===== config.mk =====
export PLATFORM = sky130hd
export DESIGN_NAME = awd_window_decoder
export DESIGN_NICKNAME = d
export VERILOG_FILES = /design/src/rtl/awd_pkg.sv /design/src/rtl/awd_size_match.sv /design/src/rtl/awd_bound_match.sv /design/src/rtl/awd_window_decoder.sv
export VERILOG_INCLUDE_DIRS = /design/src /design/src/rtl
export SDC_FILE = /design/constraint.sdc
export NUM_CORES = 1
export LEC_CHECK = 0
export BUFFER_PORTS_ARGS = -buffer_cell sky130_fd_sc_hd__buf_2
export CAP_MARGIN = 25
export CORE_UTILIZATION = 45
export DETAILED_ROUTE_END_ITERATION = 6
export PLACE_DENSITY = 0.77
export SYNTH_ARGS = -nofsm -noshare
export SYNTH_HDL_FRONTEND = slang
export SYNTH_SLANG_ARGS = --single-unit

===== constraint.sdc =====
create_clock -name clk -period 3.25 [get_ports clk]
set_clock_uncertainty 0.2 [all_clocks]
set_input_delay 0.325 -clock clk [delete_from_list [all_inputs] [get_ports clk]]
set_output_delay 0.325 -clock clk [all_outputs]
set_load 0.01 [all_outputs]

===== src/rtl/awd_defines.svh =====
// Offsets, field positions, reset values and limits of the window decoder
`ifndef AWD_DEFINES_SVH
`define AWD_DEFINES_SVH

// Register placement and reset value
`define AWD_MAP_OFFSET   6'h10
`define AWD_MAP_RESET    16'h0000

// Base/size format fields
`define AWD_RSV_ZERO_BIT 15
`define AWD_EN_BIT       14
`define AWD_DIR_BIT      13
`define AWD_ONES_HI      12
`define AWD_ONES_LO      11
`define AWD_SIZE_HI      10
`define AWD_SIZE_LO      8
`define AWD_BASE_HI      7
`define AWD_BASE_LO      0

// Bound format fields
`define AWD_UPPER_HI     15
`define AWD_UPPER_LO     8
`define AWD_LOWER_HI     7
`define AWD_LOWER_LO     0

// Byte lanes of the register port
`define AWD_LANE_LOWER   0
`define AWD_LANE_UPPER   1

// Compared address slice and the equal-bounds split point
`define AWD_CMP_HI       31
`define AWD_CMP_LO       24
`define AWD_ALL_OUT_MIN  8'h80

`endif


===== src/rtl/awd_pkg.sv =====
// Types shared by the address window decoder
package awd_pkg;

   // Interpretation of the map register
   typedef enum logic {
      AWD_FMT_BASE_SIZE,
      AWD_FMT_BOUND
   } awd_fmt_e;

   // Forwarding decision for both directions
   typedef struct packed {
      logic fwd_out;
      logic fwd_in;
   } awd_route_s;

endpackage : awd_pkg


===== src/rtl/awd_size_match.sv =====
// Base/size comparison of the upper address byte against the window base
`timescale 1ns/10ps
module awd_size_match #(
   parameter int FIELD_W = 8
) (
   // Window fields
   input  wire logic [2:0]         size,
   input  wire logic [FIELD_W-1:0] base,
   // Address slice under test
   input  wire logic [FIELD_W-1:0] addr_hi,
   // Result
   output wire logic               match
);

   logic [FIELD_W-1:0] diff;

   // A bit counts only while its rank from the top is below the size
   genvar k;
   generate
      for (k = 0; k < FIELD_W; k = k + 1)
      begin : g_bit
         localparam logic [2:0] RANK = 3'(FIELD_W - 1 - k);
         assign diff[k] = (addr_hi[k] ^ base[k]) & (RANK < size);
      end
   endgenerate

   // Size zero masks every bit, so every address matches
   assign match = ~|diff;

endmodule : awd_size_match


===== src/rtl/awd_bound_match.sv =====
// Upper/lower bound comparison of the upper address byte
`timescale 1ns/10ps
module awd_bound_match #(
   parameter int FIELD_W = 8
) (
   // Bound fields
   input  wire logic [FIELD_W-1:0] upper,
   input  wire logic [FIELD_W-1:0] lower,
   // Address slice under test
   input  wire logic [FIELD_W-1:0] addr_hi,
   // Address lies in the inward range
   output wire logic               inward
);

   logic at_or_above_lower;
   logic below_upper;

   // Raw comparisons
   assign at_or_above_lower = (addr_hi >= lower);
   assign below_upper       = (addr_hi < upper);

   // Swapped bounds wrap the range around, giving the inverted window
   assign inward = (lower < upper) ? (at_or_above_lower & below_upper)
                                   : (at_or_above_lower | below_upper);

endmodule : awd_bound_match


===== src/rtl/awd_window_decoder.sv =====
// 32-bit address window decoder with its map register
// How it works
// - Map register at 0x10, cleared on reset
// - Select bit chooses base/size or bound format
// - Base format: bit15 zero, bits12-11 ones
// - Bit 14 enables window; clear disables
// - Bit 13 picks inward or outward cycles
// - Outside range maps the opposite direction
// - Size field counts compared base bits
// - Only top size base bits are compared
// - Bound format: upper and lower byte fields
// - Outward at or above upper, below lower
// - Swapped bounds map a range outward
// - Both bounds zero disables the window
// - Equal bounds 80..FF send all outward
// - Equal bounds 01..7F send all inward
// - Window armed only after lower byte write
`timescale 1ns/10ps
`include "awd_defines.svh"
module awd_window_decoder #(
   parameter int ADDR_W = 32,
   parameter int DATA_W = 16
) (
   // Clock and reset
   input  wire logic              clk,
   input  wire logic              sys_rst,
   // Format select from the control register
   input  wire logic              range_compare_select,
   // Backplane register port
   input  wire logic              reg_sel,
   input  wire logic [5:0]        reg_offset,
   input  wire logic              reg_wr,
   input  wire logic              reg_rd,
   input  wire logic [1:0]        reg_be,
   input  wire logic [DATA_W-1:0] reg_wdata,
   output wire logic [DATA_W-1:0] reg_rdata,
   output wire logic              reg_ack,
   // Backplane cycle offered for outward forwarding
   input  wire logic              out_req_valid,
   input  wire logic [ADDR_W-1:0] out_req_addr,
   output wire logic              out_done,
   output wire logic              out_fwd,
   // Cable cycle offered for inward forwarding
   input  wire logic              in_req_valid,
   input  wire logic [ADDR_W-1:0] in_req_addr,
   output wire logic              in_done,
   output wire logic              in_fwd,
   // Window state
   output wire logic              window_active
);

   awd_pkg::awd_fmt_e   fmt;
   logic [DATA_W-1:0]   map_ff;
   logic [DATA_W-1:0]   nxt_map;
   logic                armed_ff;
   logic                nxt_armed;
   logic [DATA_W-1:0]   reg_rdata_ff;
   logic [DATA_W-1:0]   nxt_reg_rdata;
   logic                reg_ack_ff;
   logic                nxt_reg_ack;
   logic                out_done_ff;
   logic                nxt_out_done;
   logic                out_fwd_ff;
   logic                nxt_out_fwd;
   logic                in_done_ff;
   logic                nxt_in_done;
   logic                in_fwd_ff;
   logic                nxt_in_fwd;
   logic                active_ff;
   logic                nxt_active;
   logic                map_hit;
   logic                map_write;
   logic                out_bs_hit;
   logic                in_bs_hit;
   logic                out_bd_in;
   logic                in_bd_in;
   logic [7:0]          upper_f;
   logic [7:0]          lower_f;
   awd_pkg::awd_route_s out_route;
   awd_pkg::awd_route_s in_route;

   // Format follows the control bit, base/size when it is low
   assign fmt = range_compare_select ? awd_pkg::AWD_FMT_BOUND
                                     : awd_pkg::AWD_FMT_BASE_SIZE;

   // Field views of the stored register
   assign upper_f   = map_ff[`AWD_UPPER_HI:`AWD_UPPER_LO];
   assign lower_f   = map_ff[`AWD_LOWER_HI:`AWD_LOWER_LO];
   assign map_hit   = reg_sel && (reg_offset == `AWD_MAP_OFFSET);
   assign map_write = map_hit && reg_wr;

   // Read view: base/size format forces the reserved pattern
   function automatic logic [DATA_W-1:0] read_view(
      input logic [DATA_W-1:0] map,
      input awd_pkg::awd_fmt_e f
   );
      logic [DATA_W-1:0] v;
      v = map;
      if (f == awd_pkg::AWD_FMT_BASE_SIZE)
      begin
         v[`AWD_RSV_ZERO_BIT]         = 1'b0;
         v[`AWD_ONES_HI:`AWD_ONES_LO] = 2'b11;
      end
      return v;
   endfunction : read_view

   // Routing of one address; used for both directions
   function automatic awd_pkg::awd_route_s route(
      input awd_pkg::awd_fmt_e f,
      input logic [DATA_W-1:0] map,
      input logic              armed,
      input logic              bs_hit,
      input logic              bd_in
   );
      awd_pkg::awd_route_s r;
      logic [7:0]          hi;
      logic [7:0]          lo;
      hi = map[`AWD_UPPER_HI:`AWD_UPPER_LO];
      lo = map[`AWD_LOWER_HI:`AWD_LOWER_LO];
      r  = '0;
      if (!armed)
      begin
         r = '0;
      end
      else if (f == awd_pkg::AWD_FMT_BASE_SIZE)
      begin
         if (!map[`AWD_EN_BIT])
         begin
            r = '0;
         end
         else if (map[`AWD_DIR_BIT])
         begin
            // Window selects inward, the rest goes outward
            r.fwd_in  = bs_hit;
            r.fwd_out = !bs_hit;
         end
         else
         begin
            r.fwd_out = bs_hit;
            r.fwd_in  = !bs_hit;
         end
      end
      else if ((hi == 8'h00) && (lo == 8'h00))
      begin
         r = '0;
      end
      else if (hi == lo)
      begin
         r.fwd_out = (hi >= `AWD_ALL_OUT_MIN);
         r.fwd_in  = (hi < `AWD_ALL_OUT_MIN);
      end
      else
      begin
         r.fwd_in  = bd_in;
         r.fwd_out = !bd_in;
      end
      return r;
   endfunction : route

   // Comparators, one set per direction since both may be busy at once
   awd_size_match #(
      .FIELD_W (8)
   ) u_out_size (
      .size    (map_ff[`AWD_SIZE_HI:`AWD_SIZE_LO]),
      .base    (map_ff[`AWD_BASE_HI:`AWD_BASE_LO]),
      .addr_hi (out_req_addr[`AWD_CMP_HI:`AWD_CMP_LO]),
      .match   (out_bs_hit)
   );

   awd_size_match #(
      .FIELD_W (8)
   ) u_in_size (
      .size    (map_ff[`AWD_SIZE_HI:`AWD_SIZE_LO]),
      .base    (map_ff[`AWD_BASE_HI:`AWD_BASE_LO]),
      .addr_hi (in_req_addr[`AWD_CMP_HI:`AWD_CMP_LO]),
      .match   (in_bs_hit)
   );

   awd_bound_match #(
      .FIELD_W (8)
   ) u_out_bound (
      .upper   (upper_f),
      .lower   (lower_f),
      .addr_hi (out_req_addr[`AWD_CMP_HI:`AWD_CMP_LO]),
      .inward  (out_bd_in)
   );

   awd_bound_match #(
      .FIELD_W (8)
   ) u_in_bound (
      .upper   (upper_f),
      .lower   (lower_f),
      .addr_hi (in_req_addr[`AWD_CMP_HI:`AWD_CMP_LO]),
      .inward  (in_bd_in)
   );

   assign out_route = route(fmt, map_ff, armed_ff, out_bs_hit, out_bd_in);
   assign in_route  = route(fmt, map_ff, armed_ff, in_bs_hit, in_bd_in);

   // Register file next state; lower byte write arms, upper alone disarms
   always_comb
   begin
      nxt_map       = map_ff;
      nxt_armed     = armed_ff;
      nxt_reg_rdata = reg_rdata_ff;
      nxt_reg_ack   = reg_sel && (reg_wr || reg_rd);
      if (map_write && reg_be[`AWD_LANE_UPPER])
      begin
         nxt_map[15:8] = reg_wdata[15:8];
         nxt_armed     = 1'b0;
      end
      if (map_write && reg_be[`AWD_LANE_LOWER])
      begin
         nxt_map[7:0] = reg_wdata[7:0];
         nxt_armed    = 1'b1;
      end
      if (reg_sel && reg_rd)
      begin
         // Unmapped offsets read as zero
         nxt_reg_rdata = map_hit ? read_view(map_ff, fmt) : '0;
      end
   end

   // Register file flops
   always_ff @(posedge clk or posedge sys_rst)
   begin
      if (sys_rst)
      begin
         map_ff       <= `AWD_MAP_RESET;
         armed_ff     <= 1'b0;
         reg_rdata_ff <= 16'h0000;
         reg_ack_ff   <= 1'b0;
      end
      else
      begin
         map_ff       <= nxt_map;
         armed_ff     <= nxt_armed;
         reg_rdata_ff <= nxt_reg_rdata;
         reg_ack_ff   <= nxt_reg_ack;
      end
   end

   // Decision next state; a result is held until the next request
   always_comb
   begin
      nxt_out_done = out_req_valid;
      nxt_in_done  = in_req_valid;
      nxt_out_fwd  = out_req_valid ? out_route.fwd_out : out_fwd_ff;
      nxt_in_fwd   = in_req_valid ? in_route.fwd_in : in_fwd_ff;
      nxt_active   = armed_ff &&
                     ((fmt == awd_pkg::AWD_FMT_BOUND) ? (map_ff != 16'h0000)
                                                      : map_ff[`AWD_EN_BIT]);
   end

   // Decision flops
   always_ff @(posedge clk or posedge sys_rst)
   begin
      if (sys_rst)
      begin
         out_done_ff <= 1'b0;
         out_fwd_ff  <= 1'b0;
         in_done_ff  <= 1'b0;
         in_fwd_ff   <= 1'b0;
         active_ff   <= 1'b0;
      end
      else
      begin
         out_done_ff <= nxt_out_done;
         out_fwd_ff  <= nxt_out_fwd;
         in_done_ff  <= nxt_in_done;
         in_fwd_ff   <= nxt_in_fwd;
         active_ff   <= nxt_active;
      end
   end

   // Outputs straight from flops
   assign reg_rdata     = reg_rdata_ff;
   assign reg_ack       = reg_ack_ff;
   assign out_done      = out_done_ff;
   assign out_fwd       = out_fwd_ff;
   assign in_done       = in_done_ff;
   assign in_fwd        = in_fwd_ff;
   assign window_active = active_ff;

   // Full write lands whole in the register
   property p_full_write;
      @(posedge clk) disable iff (sys_rst)
      (map_write && reg_be == 2'b11) |=> (map_ff == $past(reg_wdata));
   endproperty
   a_full_write: assert property (p_full_write)
      else $error("map register did not take a full write");

   // Base/size read shows the fixed reserved pattern
   property p_base_view;
      @(posedge clk) disable iff (sys_rst)
      (map_hit && reg_rd && !range_compare_select)
      |=> (reg_ack && !reg_rdata[15] && reg_rdata[12:11] == 2'b11);
   endproperty
   a_base_view: assert property (p_base_view)
      else $error("reserved bits read wrong in base/size format");

   // Disabled base window forwards nothing outward
   property p_base_off;
      @(posedge clk) disable iff (sys_rst)
      (!range_compare_select && !map_ff[`AWD_EN_BIT] && out_req_valid)
      |=> (out_done && !out_fwd);
   endproperty
   a_base_off: assert property (p_base_off)
      else $error("disabled window forwarded a cycle outward");

   // Outward window forwards exactly the matching addresses
   property p_dir_out;
      @(posedge clk) disable iff (sys_rst)
      (!range_compare_select && armed_ff && map_ff[14:13] == 2'b10
       && out_req_valid) |=> (out_fwd == $past(out_bs_hit));
   endproperty
   a_dir_out: assert property (p_dir_out)
      else $error("outward window decision wrong");

   // Inward window sends the complement outward
   property p_opposite;
      @(posedge clk) disable iff (sys_rst)
      (!range_compare_select && armed_ff && map_ff[14:13] == 2'b11
       && out_req_valid) |=> (out_fwd == !$past(out_bs_hit));
   endproperty
   a_opposite: assert property (p_opposite)
      else $error("complement not mapped the opposite way");

   // Size zero window matches everything
   property p_size_zero;
      @(posedge clk) disable iff (sys_rst)
      (!range_compare_select && armed_ff && map_ff[14:13] == 2'b10
       && map_ff[10:8] == 3'h0 && out_req_valid) |=> out_fwd;
   endproperty
   a_size_zero: assert property (p_size_zero)
      else $error("size zero window missed an address");

   // In-range bound address goes inward
   property p_bound_in;
      @(posedge clk) disable iff (sys_rst)
      (range_compare_select && armed_ff && lower_f < upper_f && in_req_valid
       && in_req_addr[31:24] >= lower_f && in_req_addr[31:24] < upper_f)
      |=> in_fwd;
   endproperty
   a_bound_in: assert property (p_bound_in)
      else $error("in-range address not mapped inward");

   // Zero bounds forward nothing in either direction
   property p_bound_zero;
      @(posedge clk) disable iff (sys_rst)
      (range_compare_select && map_ff == 16'h0000 && in_req_valid
       && out_req_valid) |=> (!in_fwd && !out_fwd && in_done && out_done);
   endproperty
   a_bound_zero: assert property (p_bound_zero)
      else $error("zero bounds did not disable the window");

   // Equal high bounds send all outward
   property p_all_out;
      @(posedge clk) disable iff (sys_rst)
      (range_compare_select && armed_ff && upper_f == lower_f
       && upper_f >= 8'h80 && out_req_valid && in_req_valid)
      |=> (out_fwd && !in_fwd);
   endproperty
   a_all_out: assert property (p_all_out)
      else $error("equal bounds at or above 80 not all outward");

   // Equal low nonzero bounds send all inward
   property p_all_in;
      @(posedge clk) disable iff (sys_rst)
      (range_compare_select && armed_ff && upper_f == lower_f
       && upper_f != 8'h00 && upper_f < 8'h80 && out_req_valid
       && in_req_valid) |=> (in_fwd && !out_fwd);
   endproperty
   a_all_in: assert property (p_all_in)
      else $error("equal bounds below 80 not all inward");

   // Upper byte alone disarms and keeps the window off until lower byte
   property p_arm;
      @(posedge clk) disable iff (sys_rst)
      (map_write && reg_be == 2'b10) |=> (!armed_ff ##1 !window_active);
   endproperty
   a_arm: assert property (p_arm)
      else $error("window armed before its lower byte was written");

endmodule : awd_window_decoder


==> metrics.md <==
| Metric | Value |
|---|---|
| Status | `completed` |
| Max Transition Viols Final | `0` |
| Compound-cell area share of the yosys netlist | `approximately 20%` |
| Kind of end point of the critical path | `flip-flop` |
| CTS Buffer Depth | `2` |
| Clock transition time at the flip-flop clock pins of the worst setup and hold paths | `0.08 ns` |
| Gp weighted congestion | `a little under 0.9` |
| Share of the cycle needed by the critical path after routing | `approximately 81%` |
| Worst-case hold slack | `0.0562 ns` |
| Wire length of the first global-routing pass | `10700 um` |
| Minimum clock period | `2.63 ns` |
| Number of flip-flops and latches in the synthesized netlist | `39` |
| Initial DRC Count | `between 100 and 150` |
| Clock tree from TritonCTS | `yes` |
| Post-layout nets | `446` |
| Via count of the first global-routing pass | `between 2000 and 2500` |
| Worst slack after detailed placement | `between 0.7 and 0.8 ns` |
| Placement row count | `27` |
| Global-route total usage across every layer | `between 20% and 30%` |
| Count of cell types in the netlist | `48` |
| Placed Cells | `between 300 and 400` |
| Average detailed-routed wire length per instance | `about 16 um` |
| Mux contribution to synthesized area | `under 10%` |
| Via count of the routed design | `roughly 2200` |
| Main combinational cell family by area after synthesis | `compound AO/OA/AOI/OAI gates` |
| Peak Freq | `around 0.38 GHz` |
| H-Tree Depth | `2` |
| Setup repair after global routing missed its margin | `false` |
| Worst Path Arrival | `about 2.7 ns` |
| Maximum fanout along the worst path | `9` |
| Count of input and output buffers | `roughly 70` |
| Ports | `around 120` |
| Syn Inst Count | `between 200 and 250` |
| Pin count of the biggest net entering global routing | `40` |
| Vertical die dimension | `~77 um` |
| Remaining max-slew budget at the tightest pin | `around three fifths` |
| Average cell area after synthesis | `approximately 11 um2` |
| Final instance count without filler cells | `between 300 and 400` |
| Final WS setup | `0.617 ns` |
| Total detailed-routing wirelength | `between 6000 and 7000 um` |
| CTS Buf Count | `5` |
| Category of the worst setup path launch point | `flip-flop` |
| Number of gates resized after cts | `0` |
| Min-Delay Path Class | `input port to flip-flop` |
| Static Leak | `between 0.0015 and 0.002 uW` |
| Ys Warns | `0` |
| Vias per cell | `~5.6` |
| Share of the synthesized netlist area taken by xor and xnor gates | `less than 1%` |
| Synthesized cell area | `approximately 2600 um2` |
| Pwr/cell area | `383 nW/um2` |
| Worst-Skew Late Latency | `around 0.3 ns` |
| DR pass1 iterations | `4` |
| Synthesis-to-layout area growth | `21.1%` |
| Drc violations | `0` |
| Antenna Diode Count | `0` |
| Placeable core area | `around 5500 um2` |
| Final setup violation count | `0` |
| Worst-margin pin slew | `~0.63 ns` |
| Post-synthesis share of cell area spent on and, or, nand and nor gates | `10.5%` |
| GRT overflow | `0` |
| Clock Root Buffer | `sky130_fd_sc_hd__clkbuf_8` |
| Horizontal extent of the die | `~77 um` |
| Area share of fa/ha/maj cells after synthesis | `between 10% and 20%` |
| Fraction of final layout cells sized beyond drive strength 1 | `about a third` |
| Final Hold Viols | `0` |
| Final HPWL from detailed placement | `approximately 4900 um` |
| Initial antenna violation count | `0` |
| Critical path class | `flip-flop to flip-flop` |
| Worst VDD drop | `around 300 uV` |
| Worst path required time | `3.29 ns` |
| Portion of the post-synthesis area used by sequential elements | `between 30% and 40%` |
| Starting Density | `about 46%` |
| Total negative slack | `0 ns` |
| Die area | `5990 um2` |
| TritonCTS Sinks | `39` |
| Routed Antenna Nets | `0` |
| Syn nets | `between 300 and 400` |
| Max Cap Viol | `0` |
==> per-stage QoR <==
stage / utilization (%) / instance area [um2] / total power [uW]
finish: 56.3 / 3100 / 1190
global placement: 53.6 / 2950 / 761
floorplan: - / 2560 / 690
CTS: 56.3 / 3100 / 1190
detailed placement: 53.6 / 2950 / 770
global route: 56.3 / 3100 / 1250
==> final cells by class <==
class                           count  area [um2]
Timing Repair Buffer               73         383
Tap cell                           72        90.1
Sequential cell                    39         976
Fill cell                         499        2410
Clock buffer                        6        82.6
Multi-Input combinational cell    173        1460
Inverter                           20        75.1
Clock inverter                      2        35.0
==> where the power goes <==
group,switching [uW],internal (uW)
registers,20.4,499
logic,132,116
clock network,172,248
total,324,864
==> synth_stat cells (all sizes together) <==
cell type / count / area (um2)
dfrtp: 39 / 976
ha: 38 / 475
inv: 20 / 75.1
a22o: 16 / 141
mux2: 16 / 180
nand2: 14 / 52.6
a21oi: 13 / 65.1
a21o: 10 / 75.1
nor2: 8 / 37.5
buf: 5 / 42.5
nand4: 5 / 31.3
nor4: 5 / 31.3
nand3: 4 / 30.0
o21ai: 4 / 20.0
a211oi: 3 / 22.5
nand2b: 3 / 18.8
nor2b: 3 / 18.8
o211ai: 3 / 22.5
o21a: 3 / 22.5
a21boi: 2 / 15.0
a31oi: 2 / 12.5
clkbuf: 2 / 8.75
o31ai: 2 / 15.0
xnor2: 2 / 17.5
a211o: 1 / 8.76
a221o: 1 / 10.0
a221oi: 1 / 15.0
a22oi: 1 / 7.51
a32o: 1 / 10.0
a41o: 1 / 10.0
and2b: 1 / 8.76
and3: 1 / 6.26
and3b: 1 / 8.76
and4: 1 / 8.76
and4b: 1 / 10.0
nor3: 1 / 5.00
o2111ai: 1 / 8.76
o221ai: 1 / 8.76
o31a: 1 / 8.76
o32ai: 1 / 8.76
o41ai: 1 / 8.76
==> kinds of logic after synthesis <==
logic type      after synthesis
buf+inv                      27
fa+ha+maj                    38
compound gates               69
xor+xnor                      2
simple gates                 48
flops                        39
mux                          16
==> placed cells by master, fill, tap and decap left out, drive strengths merged, types with 2 or more instances in the layout <==
cell type and instances:
a211oi 3, a21boi 2, a21o 10, a21oi 13, a22o 16, a31oi 2
buf 70, clkbuf 6, dfrtp 39, dlygate4sd3 3, ha 38, inv 20
mux2 16, nand2 14, nand2b 3, nand3 4, nand4 5, nor2 8
nor2b 3, nor4 5, o211ai 3, o21a 3, o21ai 4, o31ai 2
xnor2 2
==> critical path: stages, from the launching register on <==
cell,delay (ns)
sky130_fd_sc_hd__dfrtp_1,0.57
sky130_fd_sc_hd__inv_1,0.19
sky130_fd_sc_hd__ha_1,0.32
sky130_fd_sc_hd__nor2b_1,0.13
sky130_fd_sc_hd__o211ai_1,0.15
sky130_fd_sc_hd__a21o_1,0.19
sky130_fd_sc_hd__a22oi_1,0.11
sky130_fd_sc_hd__o41ai_1,0.49
sky130_fd_sc_hd__a41o_1,0.23
==> flip-flops by register name, indices dropped and copies added, names as in the netlist <==
register	flops
reg_rdata	16
map_ff	16
out_fwd	1
armed_ff	1
in_fwd	1
window_active	1
out_done	1
reg_ack	1
in_done	1
==> what timing repair did <==
item / 4_1_cts / 5_1_grt
hold endpoints to repair: 41 / 0
setup buffers: 0 / 0
hold buffers: 3 / 0
==> routing by layer <==
metal  global-route usage (%)  vias to the layer above  share of wire, %
met2                     39.6                       58                51
li1                         -                     1040                 -
met3                     4.94                       17               4.2
met5                        0                        -                 0
met4                     8.11                        0               2.3
met1                     27.9                     1059                43
==> worst paths after layout <==
kind                            slack, ns  depth (start not counted)      endpoint          start
min in group asynchronous            0.52                          4     map_ff[1]        sys_rst
worst max-delay path                 0.62                          8       out_fwd      map_ff[9]
worst min register to register       0.30                          1  reg_rdata[6]   reg_rdata[6]
worst max register to register       0.62                          8       out_fwd      map_ff[9]
worst min-delay path                 0.06                          2    map_ff[15]  reg_wdata[15]
max in group asynchronous            2.01                          4  reg_rdata[7]        sys_rst
No activity file was read; power rests on OpenSTA's default activity.
